**config.mk**
```make
export PLATFORM = sky130hd
export DESIGN_NAME = wfpd_detect
export DESIGN_NICKNAME = d
export VERILOG_FILES = /design/src/hw/wfpd_pkg.sv /design/src/hw/wfpd_detect.sv
export SDC_FILE = /design/constraint.sdc
export NUM_CORES = 2
export LEC_CHECK = 0
export ABC_AREA = 1
export BUFFER_PORTS_ARGS = -buffer_cell sky130_fd_sc_hd__buf_2
export CORE_MARGIN = 5
export CORE_UTILIZATION = 55
export DETAILED_ROUTE_END_ITERATION = 8
export PLACE_DENSITY_LB_ADDON = 0.05
export RECOVER_POWER = 25
export SKIP_CTS_REPAIR_TIMING = 1
export SYNTH_ARGS = -nofsm -noshare
export SYNTH_HDL_FRONTEND = slang
export SYNTH_SLANG_ARGS = --single-unit
```
**constraint.sdc**
```tcl
create_clock -name pclk -period 3.6 [get_ports pclk]
set_clock_uncertainty 0.05 [all_clocks]
set_input_delay 1.08 -clock pclk [delete_from_list [all_inputs] [get_ports pclk]]
set_output_delay 1.08 -clock pclk [all_outputs]
set_load 0.05 [all_outputs]
```
**src/hw/wfpd_pkg.sv**
```systemverilog
// Constants, register map and field layout for the wake-up frame pattern detector.
// Assumes an APB slave whose register index is bank * 16 + offset; byte address is four times the index.
package wfpd_pkg;
	localparam int NUM_PATTERNS = 4;
	localparam int MASK_BYTES = 64;
	localparam int MAGIC_SYNC_BYTES = 6;
	localparam int MAGIC_REPEATS = 16;
	localparam logic [3:0] BANK_CTRL = 4'h3;
	localparam logic [3:0] BANK_PAT0 = 4'h4;
	localparam logic [3:0] BANK_IRQ = 4'h8;
	localparam logic [3:0] OFF_WAKE_FRAME_CONTROL = 4'ha;
	localparam logic [3:0] OFF_CRC_LOW = 4'h0;
	localparam logic [3:0] OFF_CRC_HIGH = 4'h2;
	localparam logic [3:0] OFF_MASK_BYTES_1_16 = 4'h4;
	localparam logic [3:0] OFF_MASK_BYTES_17_32 = 4'h6;
	localparam logic [3:0] OFF_MASK_BYTES_33_48 = 4'h8;
	localparam logic [3:0] OFF_MASK_BYTES_49_64 = 4'ha;
	localparam logic [3:0] OFF_IRQ_STATUS = 4'h0;
	localparam logic [3:0] OFF_IRQ_ENABLE = 4'h2;
	localparam logic [3:0] OFF_IRQ_CLEAR = 4'h4;
	localparam int CTRL_REMOTE_WAKE_BIT = 7;
	localparam logic [15:0] CTRL_RW_MASK = 16'h008f;
	localparam logic [15:0] CTRL_RESET = 16'h0000;
	localparam logic [15:0] CRC_REG_RESET = 16'h0000;
	localparam logic [15:0] MASK_REG_RESET = 16'h0000;
	localparam logic [4:0] IRQ_RESET = 5'h00;
	localparam logic [31:0] CRC_INIT = 32'hffffffff;
	localparam logic [31:0] CRC_POLY_REFLECTED = 32'hedb88320;
	localparam logic [7:0] MAGIC_SYNC_VALUE = 8'hff;
endpackage : wfpd_pkg

```
**src/hw/wfpd_detect.sv**
```systemverilog
// Wake-up frame control, pattern CRC matching and remote-wake packet detection.
// Assumes a byte stream on pclk from the receive path and an APB master on the same clock.
`timescale 1ns/1ns
`default_nettype none
module wfpd_detect #(
	parameter int ADDR_W = 12
) (
	input wire logic pclk,
	input wire logic presetn,
	input wire logic psel,
	input wire logic penable,
	input wire logic pwrite,
	input wire logic [ADDR_W-1:0] paddr,
	input wire logic [31:0] pwdata,
	output logic [31:0] prdata,
	output logic pready,
	output logic pslverr,
	input wire logic rx_valid,
	input wire logic rx_sof,
	input wire logic rx_eof,
	input wire logic [7:0] rx_data,
	input wire logic [47:0] station_addr,
	output logic [3:0] pattern_match,
	output logic remote_wake_match,
	output logic irq
);

	function automatic logic [31:0] wfpd_crc_byte(input logic [31:0] crc, input logic [7:0] data);
		logic [31:0] c;
		c = crc ^ {24'h000000, data};
		for (int b = 0; b < 8; b++) begin
			c = c[0] ? ((c >> 1) ^ wfpd_pkg::CRC_POLY_REFLECTED) : (c >> 1);
		end
		return c;
	endfunction : wfpd_crc_byte

	logic [15:0] ctrl_q;
	logic [15:0] crc_lo_q [wfpd_pkg::NUM_PATTERNS];
	logic [15:0] crc_hi_q [wfpd_pkg::NUM_PATTERNS];
	logic [63:0] mask_q [wfpd_pkg::NUM_PATTERNS];
	logic [4:0] irq_status_q;
	logic [4:0] irq_enable_q;
	logic [31:0] prdata_q;
	logic pready_q;
	logic pslverr_q;
	logic irq_q;
	logic [3:0] pattern_match_q;
	logic remote_wake_match_q;

	logic [3:0] bank;
	logic [3:0] off;
	logic [2:0] pat_sel;
	logic pat_bank;
	logic setup;
	logic wr;
	logic wr_ctrl;
	logic wr_irq_enable;
	logic wr_irq_clear;
	logic hit;
	logic [31:0] rdata;

	assign bank = paddr[9:6];
	assign off = paddr[5:2];
	assign pat_sel = 3'(bank - wfpd_pkg::BANK_PAT0);
	assign pat_bank = (bank >= wfpd_pkg::BANK_PAT0) && (bank < wfpd_pkg::BANK_IRQ);
	assign setup = psel && !penable && !pready_q;
	assign wr = psel && penable && pwrite && pready_q && !pslverr_q;
	assign wr_ctrl = wr && bank == wfpd_pkg::BANK_CTRL && off == wfpd_pkg::OFF_WAKE_FRAME_CONTROL;
	assign wr_irq_enable = wr && bank == wfpd_pkg::BANK_IRQ && off == wfpd_pkg::OFF_IRQ_ENABLE;
	assign wr_irq_clear = wr && bank == wfpd_pkg::BANK_IRQ && off == wfpd_pkg::OFF_IRQ_CLEAR;

	// Address decode and read data; addresses outside the map answer with an error.
	always_comb begin
		hit = 1'b0;
		rdata = 32'h00000000;
		if (paddr[ADDR_W-1:10] == '0 && paddr[1:0] == 2'b00) begin
			if (bank == wfpd_pkg::BANK_CTRL && off == wfpd_pkg::OFF_WAKE_FRAME_CONTROL) begin
				hit = 1'b1;
				rdata = {16'h0000, ctrl_q};
			end else if (pat_bank) begin
				hit = 1'b1;
				unique case (off)
					wfpd_pkg::OFF_CRC_LOW: rdata = {16'h0000, crc_lo_q[pat_sel[1:0]]};
					wfpd_pkg::OFF_CRC_HIGH: rdata = {16'h0000, crc_hi_q[pat_sel[1:0]]};
					wfpd_pkg::OFF_MASK_BYTES_1_16: rdata = {16'h0000, mask_q[pat_sel[1:0]][15:0]};
					wfpd_pkg::OFF_MASK_BYTES_17_32: rdata = {16'h0000, mask_q[pat_sel[1:0]][31:16]};
					wfpd_pkg::OFF_MASK_BYTES_33_48: rdata = {16'h0000, mask_q[pat_sel[1:0]][47:32]};
					wfpd_pkg::OFF_MASK_BYTES_49_64: rdata = {16'h0000, mask_q[pat_sel[1:0]][63:48]};
					default: hit = 1'b0;
				endcase
			end else if (bank == wfpd_pkg::BANK_IRQ) begin
				unique case (off)
					wfpd_pkg::OFF_IRQ_STATUS: begin
						hit = 1'b1;
						rdata = {27'h0000000, irq_status_q};
					end
					wfpd_pkg::OFF_IRQ_ENABLE: begin
						hit = 1'b1;
						rdata = {27'h0000000, irq_enable_q};
					end
					wfpd_pkg::OFF_IRQ_CLEAR: hit = 1'b1;
					default: hit = 1'b0;
				endcase
			end
		end
	end

	// Each transfer completes in its first access cycle; read data is captured in the setup cycle, so it comes from a flop.
	always_ff @(posedge pclk or negedge presetn) begin
		if (!presetn) begin
			pready_q <= 1'b0;
			pslverr_q <= 1'b0;
			prdata_q <= 32'h00000000;
		end else begin
			pready_q <= setup;
			if (setup) begin
				pslverr_q <= !hit;
				prdata_q <= pwrite ? 32'h00000000 : rdata;
			end else begin
				pslverr_q <= 1'b0;
			end
		end
	end

	always_ff @(posedge pclk or negedge presetn) begin
		if (!presetn) begin
			ctrl_q <= wfpd_pkg::CTRL_RESET;
		end else if (wr_ctrl) begin
			ctrl_q <= pwdata[15:0] & wfpd_pkg::CTRL_RW_MASK;
		end
	end

	// All four patterns share one layout, one bank each.
	for (genvar p = 0; p < wfpd_pkg::NUM_PATTERNS; p++) begin : g_pat_regs
		logic sel;
		assign sel = wr && pat_bank && pat_sel[1:0] == 2'(p);
		always_ff @(posedge pclk or negedge presetn) begin
			if (!presetn) begin
				crc_lo_q[p] <= wfpd_pkg::CRC_REG_RESET;
				crc_hi_q[p] <= wfpd_pkg::CRC_REG_RESET;
				mask_q[p] <= {4{wfpd_pkg::MASK_REG_RESET}};
			end else if (sel) begin
				unique case (off)
					wfpd_pkg::OFF_CRC_LOW: crc_lo_q[p] <= pwdata[15:0];
					wfpd_pkg::OFF_CRC_HIGH: crc_hi_q[p] <= pwdata[15:0];
					wfpd_pkg::OFF_MASK_BYTES_1_16: mask_q[p][15:0] <= pwdata[15:0];
					wfpd_pkg::OFF_MASK_BYTES_17_32: mask_q[p][31:16] <= pwdata[15:0];
					wfpd_pkg::OFF_MASK_BYTES_33_48: mask_q[p][47:32] <= pwdata[15:0];
					wfpd_pkg::OFF_MASK_BYTES_49_64: mask_q[p][63:48] <= pwdata[15:0];
					default: ;
				endcase
			end
		end
	end

	// Bytes seen before the first start of frame after reset belong to a cut frame and never report.
	logic in_frame_q;
	logic frame_byte;
	assign frame_byte = rx_valid && (rx_sof || in_frame_q);

	always_ff @(posedge pclk or negedge presetn) begin
		if (!presetn) begin
			in_frame_q <= 1'b0;
		end else if (rx_valid) begin
			in_frame_q <= (rx_sof || in_frame_q) && !rx_eof;
		end
	end

	// Byte position within the frame; saturates once the mask window is passed.
	logic [6:0] byte_idx_q;
	logic [6:0] byte_idx_d;
	logic [6:0] cur_idx;
	assign cur_idx = rx_sof ? 7'h00 : byte_idx_q;

	always_comb begin
		byte_idx_d = byte_idx_q;
		if (rx_valid) begin
			if (cur_idx < 7'(wfpd_pkg::MASK_BYTES)) begin
				byte_idx_d = cur_idx + 7'h01;
			end else begin
				byte_idx_d = cur_idx;
			end
		end
	end

	always_ff @(posedge pclk or negedge presetn) begin
		if (!presetn) begin
			byte_idx_q <= 7'h00;
		end else begin
			byte_idx_q <= byte_idx_d;
		end
	end

	// Pattern CRC engines. The check is done on the frame's last byte, so a match costs no storage.
	logic [3:0] pat_hit;
	for (genvar p = 0; p < wfpd_pkg::NUM_PATTERNS; p++) begin : g_pat_crc
		logic [31:0] crc_q;
		logic [31:0] crc_in;
		logic [31:0] crc_next;
		logic take;
		assign crc_in = rx_sof ? wfpd_pkg::CRC_INIT : crc_q;
		assign take = cur_idx < 7'(wfpd_pkg::MASK_BYTES) && mask_q[p][cur_idx[5:0]];
		assign crc_next = take ? wfpd_crc_byte(crc_in, rx_data) : crc_in;
		assign pat_hit[p] = frame_byte && rx_eof && ctrl_q[p]
			&& ~crc_next == {crc_hi_q[p], crc_lo_q[p]};
		always_ff @(posedge pclk or negedge presetn) begin
			if (!presetn) begin
				crc_q <= wfpd_pkg::CRC_INIT;
			end else if (rx_valid) begin
				crc_q <= crc_next;
			end
		end
	end

	// Remote-wake packet: six sync bytes, then the station address sixteen times in a row.
	logic [2:0] sync_cnt_q;
	logic [2:0] addr_pos_q;
	logic [4:0] rep_cnt_q;
	logic magic_seen_q;
	logic [2:0] sync_cnt_d;
	logic [2:0] addr_pos_d;
	logic [4:0] rep_cnt_d;
	logic magic_seen_d;
	logic [2:0] sync_cur;
	logic [2:0] pos_cur;
	logic [4:0] rep_cur;
	logic seen_cur;
	logic [7:0] addr_byte;
	logic addr_ok;
	logic last_rep;
	logic magic_hit;

	assign sync_cur = rx_sof ? 3'h0 : sync_cnt_q;
	assign pos_cur = rx_sof ? 3'h0 : addr_pos_q;
	assign rep_cur = rx_sof ? 5'h00 : rep_cnt_q;
	assign seen_cur = rx_sof ? 1'b0 : magic_seen_q;
	assign addr_byte = station_addr[8'(47 - 8 * pos_cur) -: 8];
	assign addr_ok = sync_cur == 3'(wfpd_pkg::MAGIC_SYNC_BYTES) && rx_data == addr_byte;
	assign last_rep = addr_ok && pos_cur == 3'(wfpd_pkg::MAGIC_SYNC_BYTES - 1)
		&& rep_cur == 5'(wfpd_pkg::MAGIC_REPEATS - 1);
	assign magic_hit = frame_byte && rx_eof && ctrl_q[wfpd_pkg::CTRL_REMOTE_WAKE_BIT]
		&& (seen_cur || last_rep);

	// Counters move only on valid bytes; a start of frame restarts them from zero.
	always_comb begin
		sync_cnt_d = sync_cnt_q;
		addr_pos_d = addr_pos_q;
		rep_cnt_d = rep_cnt_q;
		magic_seen_d = magic_seen_q;
		if (rx_valid) begin
			magic_seen_d = seen_cur || last_rep;
			if (addr_ok) begin
				sync_cnt_d = sync_cur;
				if (pos_cur == 3'(wfpd_pkg::MAGIC_SYNC_BYTES - 1)) begin
					addr_pos_d = 3'h0;
					rep_cnt_d = last_rep ? 5'h00 : rep_cur + 5'h01;
				end else begin
					addr_pos_d = pos_cur + 3'h1;
					rep_cnt_d = rep_cur;
				end
			end else begin
				addr_pos_d = 3'h0;
				rep_cnt_d = 5'h00;
				if (rx_data != wfpd_pkg::MAGIC_SYNC_VALUE) begin
					sync_cnt_d = 3'h0;
				end else if (sync_cur != 3'(wfpd_pkg::MAGIC_SYNC_BYTES)) begin
					sync_cnt_d = sync_cur + 3'h1;
				end else begin
					sync_cnt_d = sync_cur;
				end
			end
		end
	end

	always_ff @(posedge pclk or negedge presetn) begin
		if (!presetn) begin
			sync_cnt_q <= 3'h0;
			addr_pos_q <= 3'h0;
			rep_cnt_q <= 5'h00;
			magic_seen_q <= 1'b0;
		end else begin
			sync_cnt_q <= sync_cnt_d;
			addr_pos_q <= addr_pos_d;
			rep_cnt_q <= rep_cnt_d;
			magic_seen_q <= magic_seen_d;
		end
	end

	always_ff @(posedge pclk or negedge presetn) begin
		if (!presetn) begin
			pattern_match_q <= 4'h0;
		end else begin
			pattern_match_q <= pat_hit;
		end
	end

	always_ff @(posedge pclk or negedge presetn) begin
		if (!presetn) begin
			remote_wake_match_q <= 1'b0;
		end else begin
			remote_wake_match_q <= magic_hit;
		end
	end

	// A new event in the same cycle as its clear stays set, so no wake-up is lost.
	logic [4:0] irq_set;
	logic [4:0] irq_clr;
	logic [4:0] irq_status_d;
	logic [4:0] irq_enable_d;
	logic irq_d;
	assign irq_set = {magic_hit, pat_hit};
	assign irq_clr = wr_irq_clear ? pwdata[4:0] : 5'h00;
	assign irq_status_d = (irq_status_q & ~irq_clr) | irq_set;
	assign irq_enable_d = wr_irq_enable ? pwdata[4:0] : irq_enable_q;
	// The line is built from the next status and enable, so it moves in the same cycle as they do.
	assign irq_d = |(irq_status_d & irq_enable_d);

	always_ff @(posedge pclk or negedge presetn) begin
		if (!presetn) begin
			irq_status_q <= wfpd_pkg::IRQ_RESET;
		end else begin
			irq_status_q <= irq_status_d;
		end
	end

	always_ff @(posedge pclk or negedge presetn) begin
		if (!presetn) begin
			irq_enable_q <= wfpd_pkg::IRQ_RESET;
		end else begin
			irq_enable_q <= irq_enable_d;
		end
	end

	always_ff @(posedge pclk or negedge presetn) begin
		if (!presetn) begin
			irq_q <= 1'b0;
		end else begin
			irq_q <= irq_d;
		end
	end

	assign prdata = prdata_q;
	assign pready = pready_q;
	assign pslverr = pslverr_q;
	assign pattern_match = pattern_match_q;
	assign remote_wake_match = remote_wake_match_q;
	assign irq = irq_q;

endmodule : wfpd_detect
`default_nettype wire

```
Word-level counts from Yosys, hierarchy flattened
Index checks and enable logic that the tools add are counted.
- register bits: 587
- bits of input ports: 108
- output and inout bits: 40
- word-level logic and storage cells: 284
- add/sub/neg operators: 6
- magnitude comparators: 5
- equal/unequal tests: 20
- shifts and indexed selects: 1
- multiplexer cells: 87
- bitwise logic cells: 45
- reduce and logical (&&, ||, !) cells: 77
- operators with widths (operator ; number):
    32-bit two-way mux ; 45
    13-bit inverter with 14-bit output ; 32
    64-bit binary-select mux with 2-bit select ; 1
    32-bit equality test ; 4
    64-bit two-way mux ; 2
    32-bit inverter ; 4
    32-bit by 8-bit bitwise XOR with 32-bit output ; 4
    16-bit one-hot mux with 6 select lines ; 1
    16-bit binary-select mux with 2-bit select ; 2
    16-bit two-way mux ; 4
    55-bit by 9-bit indexed part select with 8-bit output ; 1
    2-bit AND reduction ; 24
    1-bit logical AND ; 39
    5-bit two-way mux ; 6
    1-bit binary-select mux with 6-bit select ; 4
    3-bit two-way mux ; 7
    7-bit two-way mux ; 2
    4-bit equality test (second input constant) ; 3
    1-bit two-way mux ; 12
    5-bit bitwise AND ; 2
    5-bit one-hot mux with 2 select lines ; 1
    4-bit by 2-bit equality test with 1-bit output (second input constant) ; 2
    4-bit by 3-bit equality test with 1-bit output (second input constant) ; 2
    8-bit equality test ; 1
    other kinds (26) ; 36

Logic depth before layout (Yosys ltp)
- word-level depth: 25
- mapped depth: 29
- gate-level depth less buffers: 27

Worst setup path after synthesis
OpenSTA, ideal clock, no wires.
- kind: input-to-reg
- start point: input rx_sof
- end point: register irq_q, in the netlist irq
- setup time: 0.065 ns
- arrival time: 4.617 ns
- required time: 3.485 ns
- setup slack: -1.131 ns
- stages: 27
- path buffers: 9
- cells stage by stage: buf_6 > buf_6 > buf_6 > buf_2 > buf_2 > buf_2 > buf_2 > buf_1 > nor2_1 > ha_1 > clkbuf_1 > inv_1 > a21oi_1 > nand2_1 > nand2_1 > o21ai_0 > nor2_1 > nand3_1 > nor3_1 > nand4_1 > o21ai_1 > nand3_1 > nand2_1 > nand2_1 > nand2_1 > nor2_1 > nand2_1
- elaborated cells between the ends (all ways): 128
- those cells by class: add/sub: 1; order compare: 1; eq/ne: 8; shift: 1; mux: 53; bitwise: 42; reduce/logical: 22
- RTL lines (item ; line ; RTL):
    start: declaration ; wfpd_detect.sv:19 ; input wire logic rx_sof,
    3-bit two-way mux ; wfpd_detect.sv:234 ; assign pos_cur = rx_sof ? 3'h0 : addr_pos_q;
    6-bit by 6-bit subtractor with 7-bit output ; wfpd_detect.sv:237 ; assign addr_byte = station_addr[8'(47 - 8 * pos_cur) -: 8];
    55-bit by 9-bit indexed part select with 8-bit output ; wfpd_detect.sv:237 ;
    8-bit equality test ; wfpd_detect.sv:238 ; assign addr_ok = sync_cur == 3'(wfpd_pkg::MAGIC_SYNC_BYTES) && rx_data == addr_byte;
    1-bit logical AND ; wfpd_detect.sv:238 ;
    1-bit logical AND ; wfpd_detect.sv:239 ; assign last_rep = addr_ok && pos_cur == 3'(wfpd_pkg::MAGIC_SYNC_BYTES - 1)
    1-bit logical AND ; wfpd_detect.sv:240 ; && rep_cur == 5'(wfpd_pkg::MAGIC_REPEATS - 1);
    1-bit logical OR ; wfpd_detect.sv:242 ; && (seen_cur || last_rep);
    1-bit logical AND (*) ; wfpd_detect.sv:242 ;
    5-bit OR (*) ; wfpd_detect.sv:313 ; assign irq_status_d = (irq_status_q & ~irq_clr) | irq_set;
    via irq_status_d[4] ; wfpd_detect.sv:308 ; logic [4:0] irq_status_d;
    5-bit bitwise AND (*) ; wfpd_detect.sv:316 ; assign irq_d = |(irq_status_d & irq_enable_d);
    5-bit OR reduction (*) ; wfpd_detect.sv:316 ;
    via irq_d ; wfpd_detect.sv:310 ; logic irq_d;
    end signal: assignment ; wfpd_detect.sv:338 ; irq_q <= irq_d;
    end: declaration ; wfpd_detect.sv:46 ; logic irq_q;
Mark *: on every way through the listed nets, which the timed path passes. The rest lies on a longest branch. The select of a mux whose other input is x is not followed.
A chain may end at the register's enable or synchronous reset.

Worst setup path in the final report
- start point: input rx_sof
- end point: register irq_q, in the netlist irq
- longest elaborated chain between the ends: 23
- elaborated cells between the ends (all ways): 128
- those cells by class: add/sub: 1; order compare: 1; eq/ne: 8; shift: 1; mux: 53; bitwise: 42; reduce/logical: 22
- RTL lines (item ; line ; RTL):
    32-bit two-way mux ; wfpd_detect.sv:201 ; assign crc_in = rx_sof ? wfpd_pkg::CRC_INIT : crc_q;
    32-bit by 8-bit bitwise XOR with 32-bit output ; wfpd_detect.sv:30 ; c = crc ^ {24'h000000, data};
    13-bit inverter with 14-bit output (no source line) ; -- ;
    32-bit two-way mux ; wfpd_detect.sv:32 ; c = c[0] ? ((c >> 1) ^ wfpd_pkg::CRC_POLY_REFLECTED) : (c >> 1);
    32-bit two-way mux / 13-bit inverter with 14-bit output (equally long branches) ; -- ;
    13-bit inverter with 14-bit output (no source line) / 32-bit two-way mux (equally long branches) ; -- ;
    32-bit two-way mux ; wfpd_detect.sv:32 ;
    13-bit inverter with 14-bit output (no source line) ; -- ;
    [9 not listed] ; -- ;
    32-bit inverter ; wfpd_detect.sv:205 ; && ~crc_next == {crc_hi_q[p], crc_lo_q[p]};
    32-bit equality test ; wfpd_detect.sv:205 ;
    1-bit logical AND (*) ; wfpd_detect.sv:205 ;
    5-bit OR (*) ; wfpd_detect.sv:313 ;
    via irq_status_d[0] ; wfpd_detect.sv:308 ;
    5-bit bitwise AND (*) ; wfpd_detect.sv:316 ;
    5-bit OR reduction (*) ; wfpd_detect.sv:316 ;
    via irq_d ; wfpd_detect.sv:310 ;
Marked as above.

==> flow_summary.ini <==
[outcome]
status = finished, violations left
violations = max-capacitance violations, max-slew violations, negative setup slack

[setup_path]
startpoint_type = input port
worstPathMaxFanout = 9
crit_arrival_ns = 4.23
reg2reg_depth = 29
cp.required_ns = 4.10
critPathKind = in2reg
crit_path_end_kind = flip-flop

[logic_synthesis]
synthFlopType = dfrtp_1
synth_area_leaders = dfrtp_1 (30%), nand2_1 (17%), dfstp_2 (9.1%)
avgSynthCellArea_um2 = 7.06
synth-seq-cells = 571
yosysWarnings = 0
synth-edff-count = 0
ys_seq_area_share_pct = 38.9
synthArstFlopShare_pct = 100
yosysTopAreaCellShare_pct = 29.8
synth_top_area_cell = dfrtp_1
ys_types = 58
synthCells = 5262
netlist_area_um2 = 37100

[detailed_routing]
postRouteAntennaNets = 0
dr_total_vias = 41600
drc = 0
routed_wl_um = 159000
via_per_inst = 6.04
drt_iter0_markers = 5812
first_pass_iters = 7
wire_per_inst_um = 23.1

[floorplanning]
core_um2 = 67000
dieArea_um2 = 72800
chipHeight_um = 270
die_w_um = 270
start_util_pct = 55.4
ios = 148
num_rows = 95

[global_routing]
gr-total-overflow = 0
grt_max_degree = 95
antenna_found_initial = 6
grt_use_total_pct = 41.0
grt_pass1_vias = 37700
grt_pass1_wl_um = 232000

[timing]
setup_viol = 2
worst_pin_slew_ns = 2.96
max_freq_ghz = 0.268
rsz0062_at_grt = true
layout_worst_path_cycle_share_pct = 104
min_period_ns = 3.74
hold_viol_final = 0
setup_ws_ns = -0.136
report.final.slew_viol_count = 36
tns_ns = -0.160
slew_headroom_pct = -97.4

[clock_tree]
path_clk_slew_ns = 0.06
numCtsBuffers = 67
cts_max_level = 3
clock_sinks = 571
cts_tree = built
worstSkewPairLatency_ns = 0.62
cts.path.max_buffers = 3
cts_root_buffer = clkbuf_16

[power_and_ir_drop]
p_leak_nw = 22.9
power_density_nw_per_um2 = 480
ir_drop_mv = 0.456

[placement]
numPortBuffers = 115
pre_cts_slack_ns = -0.975
gp_congestion = 1.06
dp_hpwl_um = 115000

[cells_and_area]
final_nets = 6071
synthToLayoutAreaGrowth_pct = 28.8
drive_gt1_share_pct = 24.3
postLayoutCoreUtil_pct = 71.4
num-fill-cells = 5668
final_common_cell = nand2_1
layout_common_cells = nand2_1 (1679), buf_4 (742), o21ai_0 (584)

[hold_path]
hold_depth = 2
holdCritPathClass = reg2reg

[run]
drv_cap = 1
-- routing by layer --
| layer | global-route usage [%] | routed length [µm] | vias up |
|---|---|---|---|
| met5 | 0 | 17 | - |
| met4 | 22.5 | 11300 | 2 |
| met3 | 9.08 | 19800 | 582 |
| met2 | 60.7 | 66800 | 2725 |
| met1 | 56.2 | 61300 | 19500 |
| li1 | - | - | 18800 |
-- cell families after synthesis --
| family | Yosys count | synth area share, % |
|---|---|---|
| buffers and inverters | 679 | 7.61 |
| xor gates and xnor gates | 252 | 6.73 |
| AOI/OAI and AO/OA | 899 | 13.7 |
| adders and majority gates | 5 | 0.168 |
| DFF | 571 | 38.9 |
| and+or+nand+nor | 2855 | 32.9 |
| other | 1 | 0.0101 |
-- final cells by class --
cell class / instances / area, µm² / share of cell area (%)
Inverter: 341 / 1310 / 2.74
Timing Repair Buffer: 950 / 7920 / 16.5
Clock inverter: 27 / 377 / 0.787
Tap cell: 873 / 1090 / 2.28
Sequential cell: 571 / 14500 / 30.2
Clock buffer: 94 / 1940 / 4.06
Antenna cell: 4 / 10.0 / 0.0209
Multi-Input combinational cell: 4027 / 20800 / 43.4
-- flip-flops by register name, summed over array words and instances (netlist names) --
name / flops
addr_pos_q: 3
in_frame_q: 1
magic_seen_q: 1
remote_wake_match: 1
byte_idx_q: 7
sync_cnt_q: 3
pattern_match: 4
irq_enable_q: 5
g_pat_crc.crc_q: 128
pready: 1
ctrl_q: 5
rep_cnt_q: 5
crc_hi_q: 64
pslverr: 1
prdata: 16
irq: 1
irq_status_q: 5
crc_lo_q: 64
mask_q: 256
-- critical path, stage by stage --
cell	delay, ns
buf_12	0.15
clkinv_8	0.09
nand2_8	0.13
buf_12	0.16
clkbuf_16	0.16
nand2_1	0.06
nand3_1	0.08
nand3_1	0.07
nand3_1	0.10
nand3_1	0.17
nand3_2	0.17
nand3_4	0.18
inv_8	0.14
buf_6	0.15
nand2_1	0.08
nand2_1	0.08
nand2_1	0.06
nand2_2	0.11
nand2_1	0.09
nor2_1	0.15
nand2_1	0.10
nor2_1	0.17
nand3_2	0.15
nand2_1	0.11
nand2_1	0.05
nand2_1	0.06
inv_1	0.04
nand2_1	0.05
-- synth_stat cells (all sizes together), types with 20 or more instances --
master	number
o21ai	616
a22oi	68
nand3b	20
a22o	21
nor2	305
nand4	81
dfrtp	443
xor2	211
dfstp	128
clkbuf	206
o211ai	38
inv	336
o22ai	52
a21oi	31
xnor2	41
buf	132
nor3	21
nand3	625
nand2	1750
or2	27
a31oi	34
-- path summary, 6_finish.rpt --
check	startpoint	end	slack, ns
setup / recovery	rx_sof	irq	-0.14
hold / removal	g_pat_crc[0].crc_q[22]	g_pat_crc[0].crc_q[22]	0.42
setup reg to reg	byte_idx_q[0]	irq	-0.04
hold reg to reg	g_pat_crc[0].crc_q[22]	g_pat_crc[0].crc_q[22]	0.42
max in group asynchronous	presetn	g_pat_crc[2].crc_q[9]	0.18
min in group asynchronous	presetn	mask_q[117]	1.36
-- power breakdown --
group          switching, mW  internal [mW]  leakage (nW)
clock                   2.97           4.31          1.12
combinational           4.95           3.53          14.3
sequential             0.232           6.98          7.52
total                   8.15           14.8          22.9
-- metrics by stage --
stage	hold WS, ns	power, mW	area, µm²	instances
6_report	0.417	23.0	47900	6887
3_5_place_dp	0.407	15.0	44100	6723
3_3_place_gp	0.407	14.9	44100	6723
5_1_grt	0.425	23.9	47900	6886
2_1_floorplan	0.398	11.4	37300	5277
4_1_cts	0.313	22.2	46400	6844
Note: power is estimated with default switching activity, not from simulation.
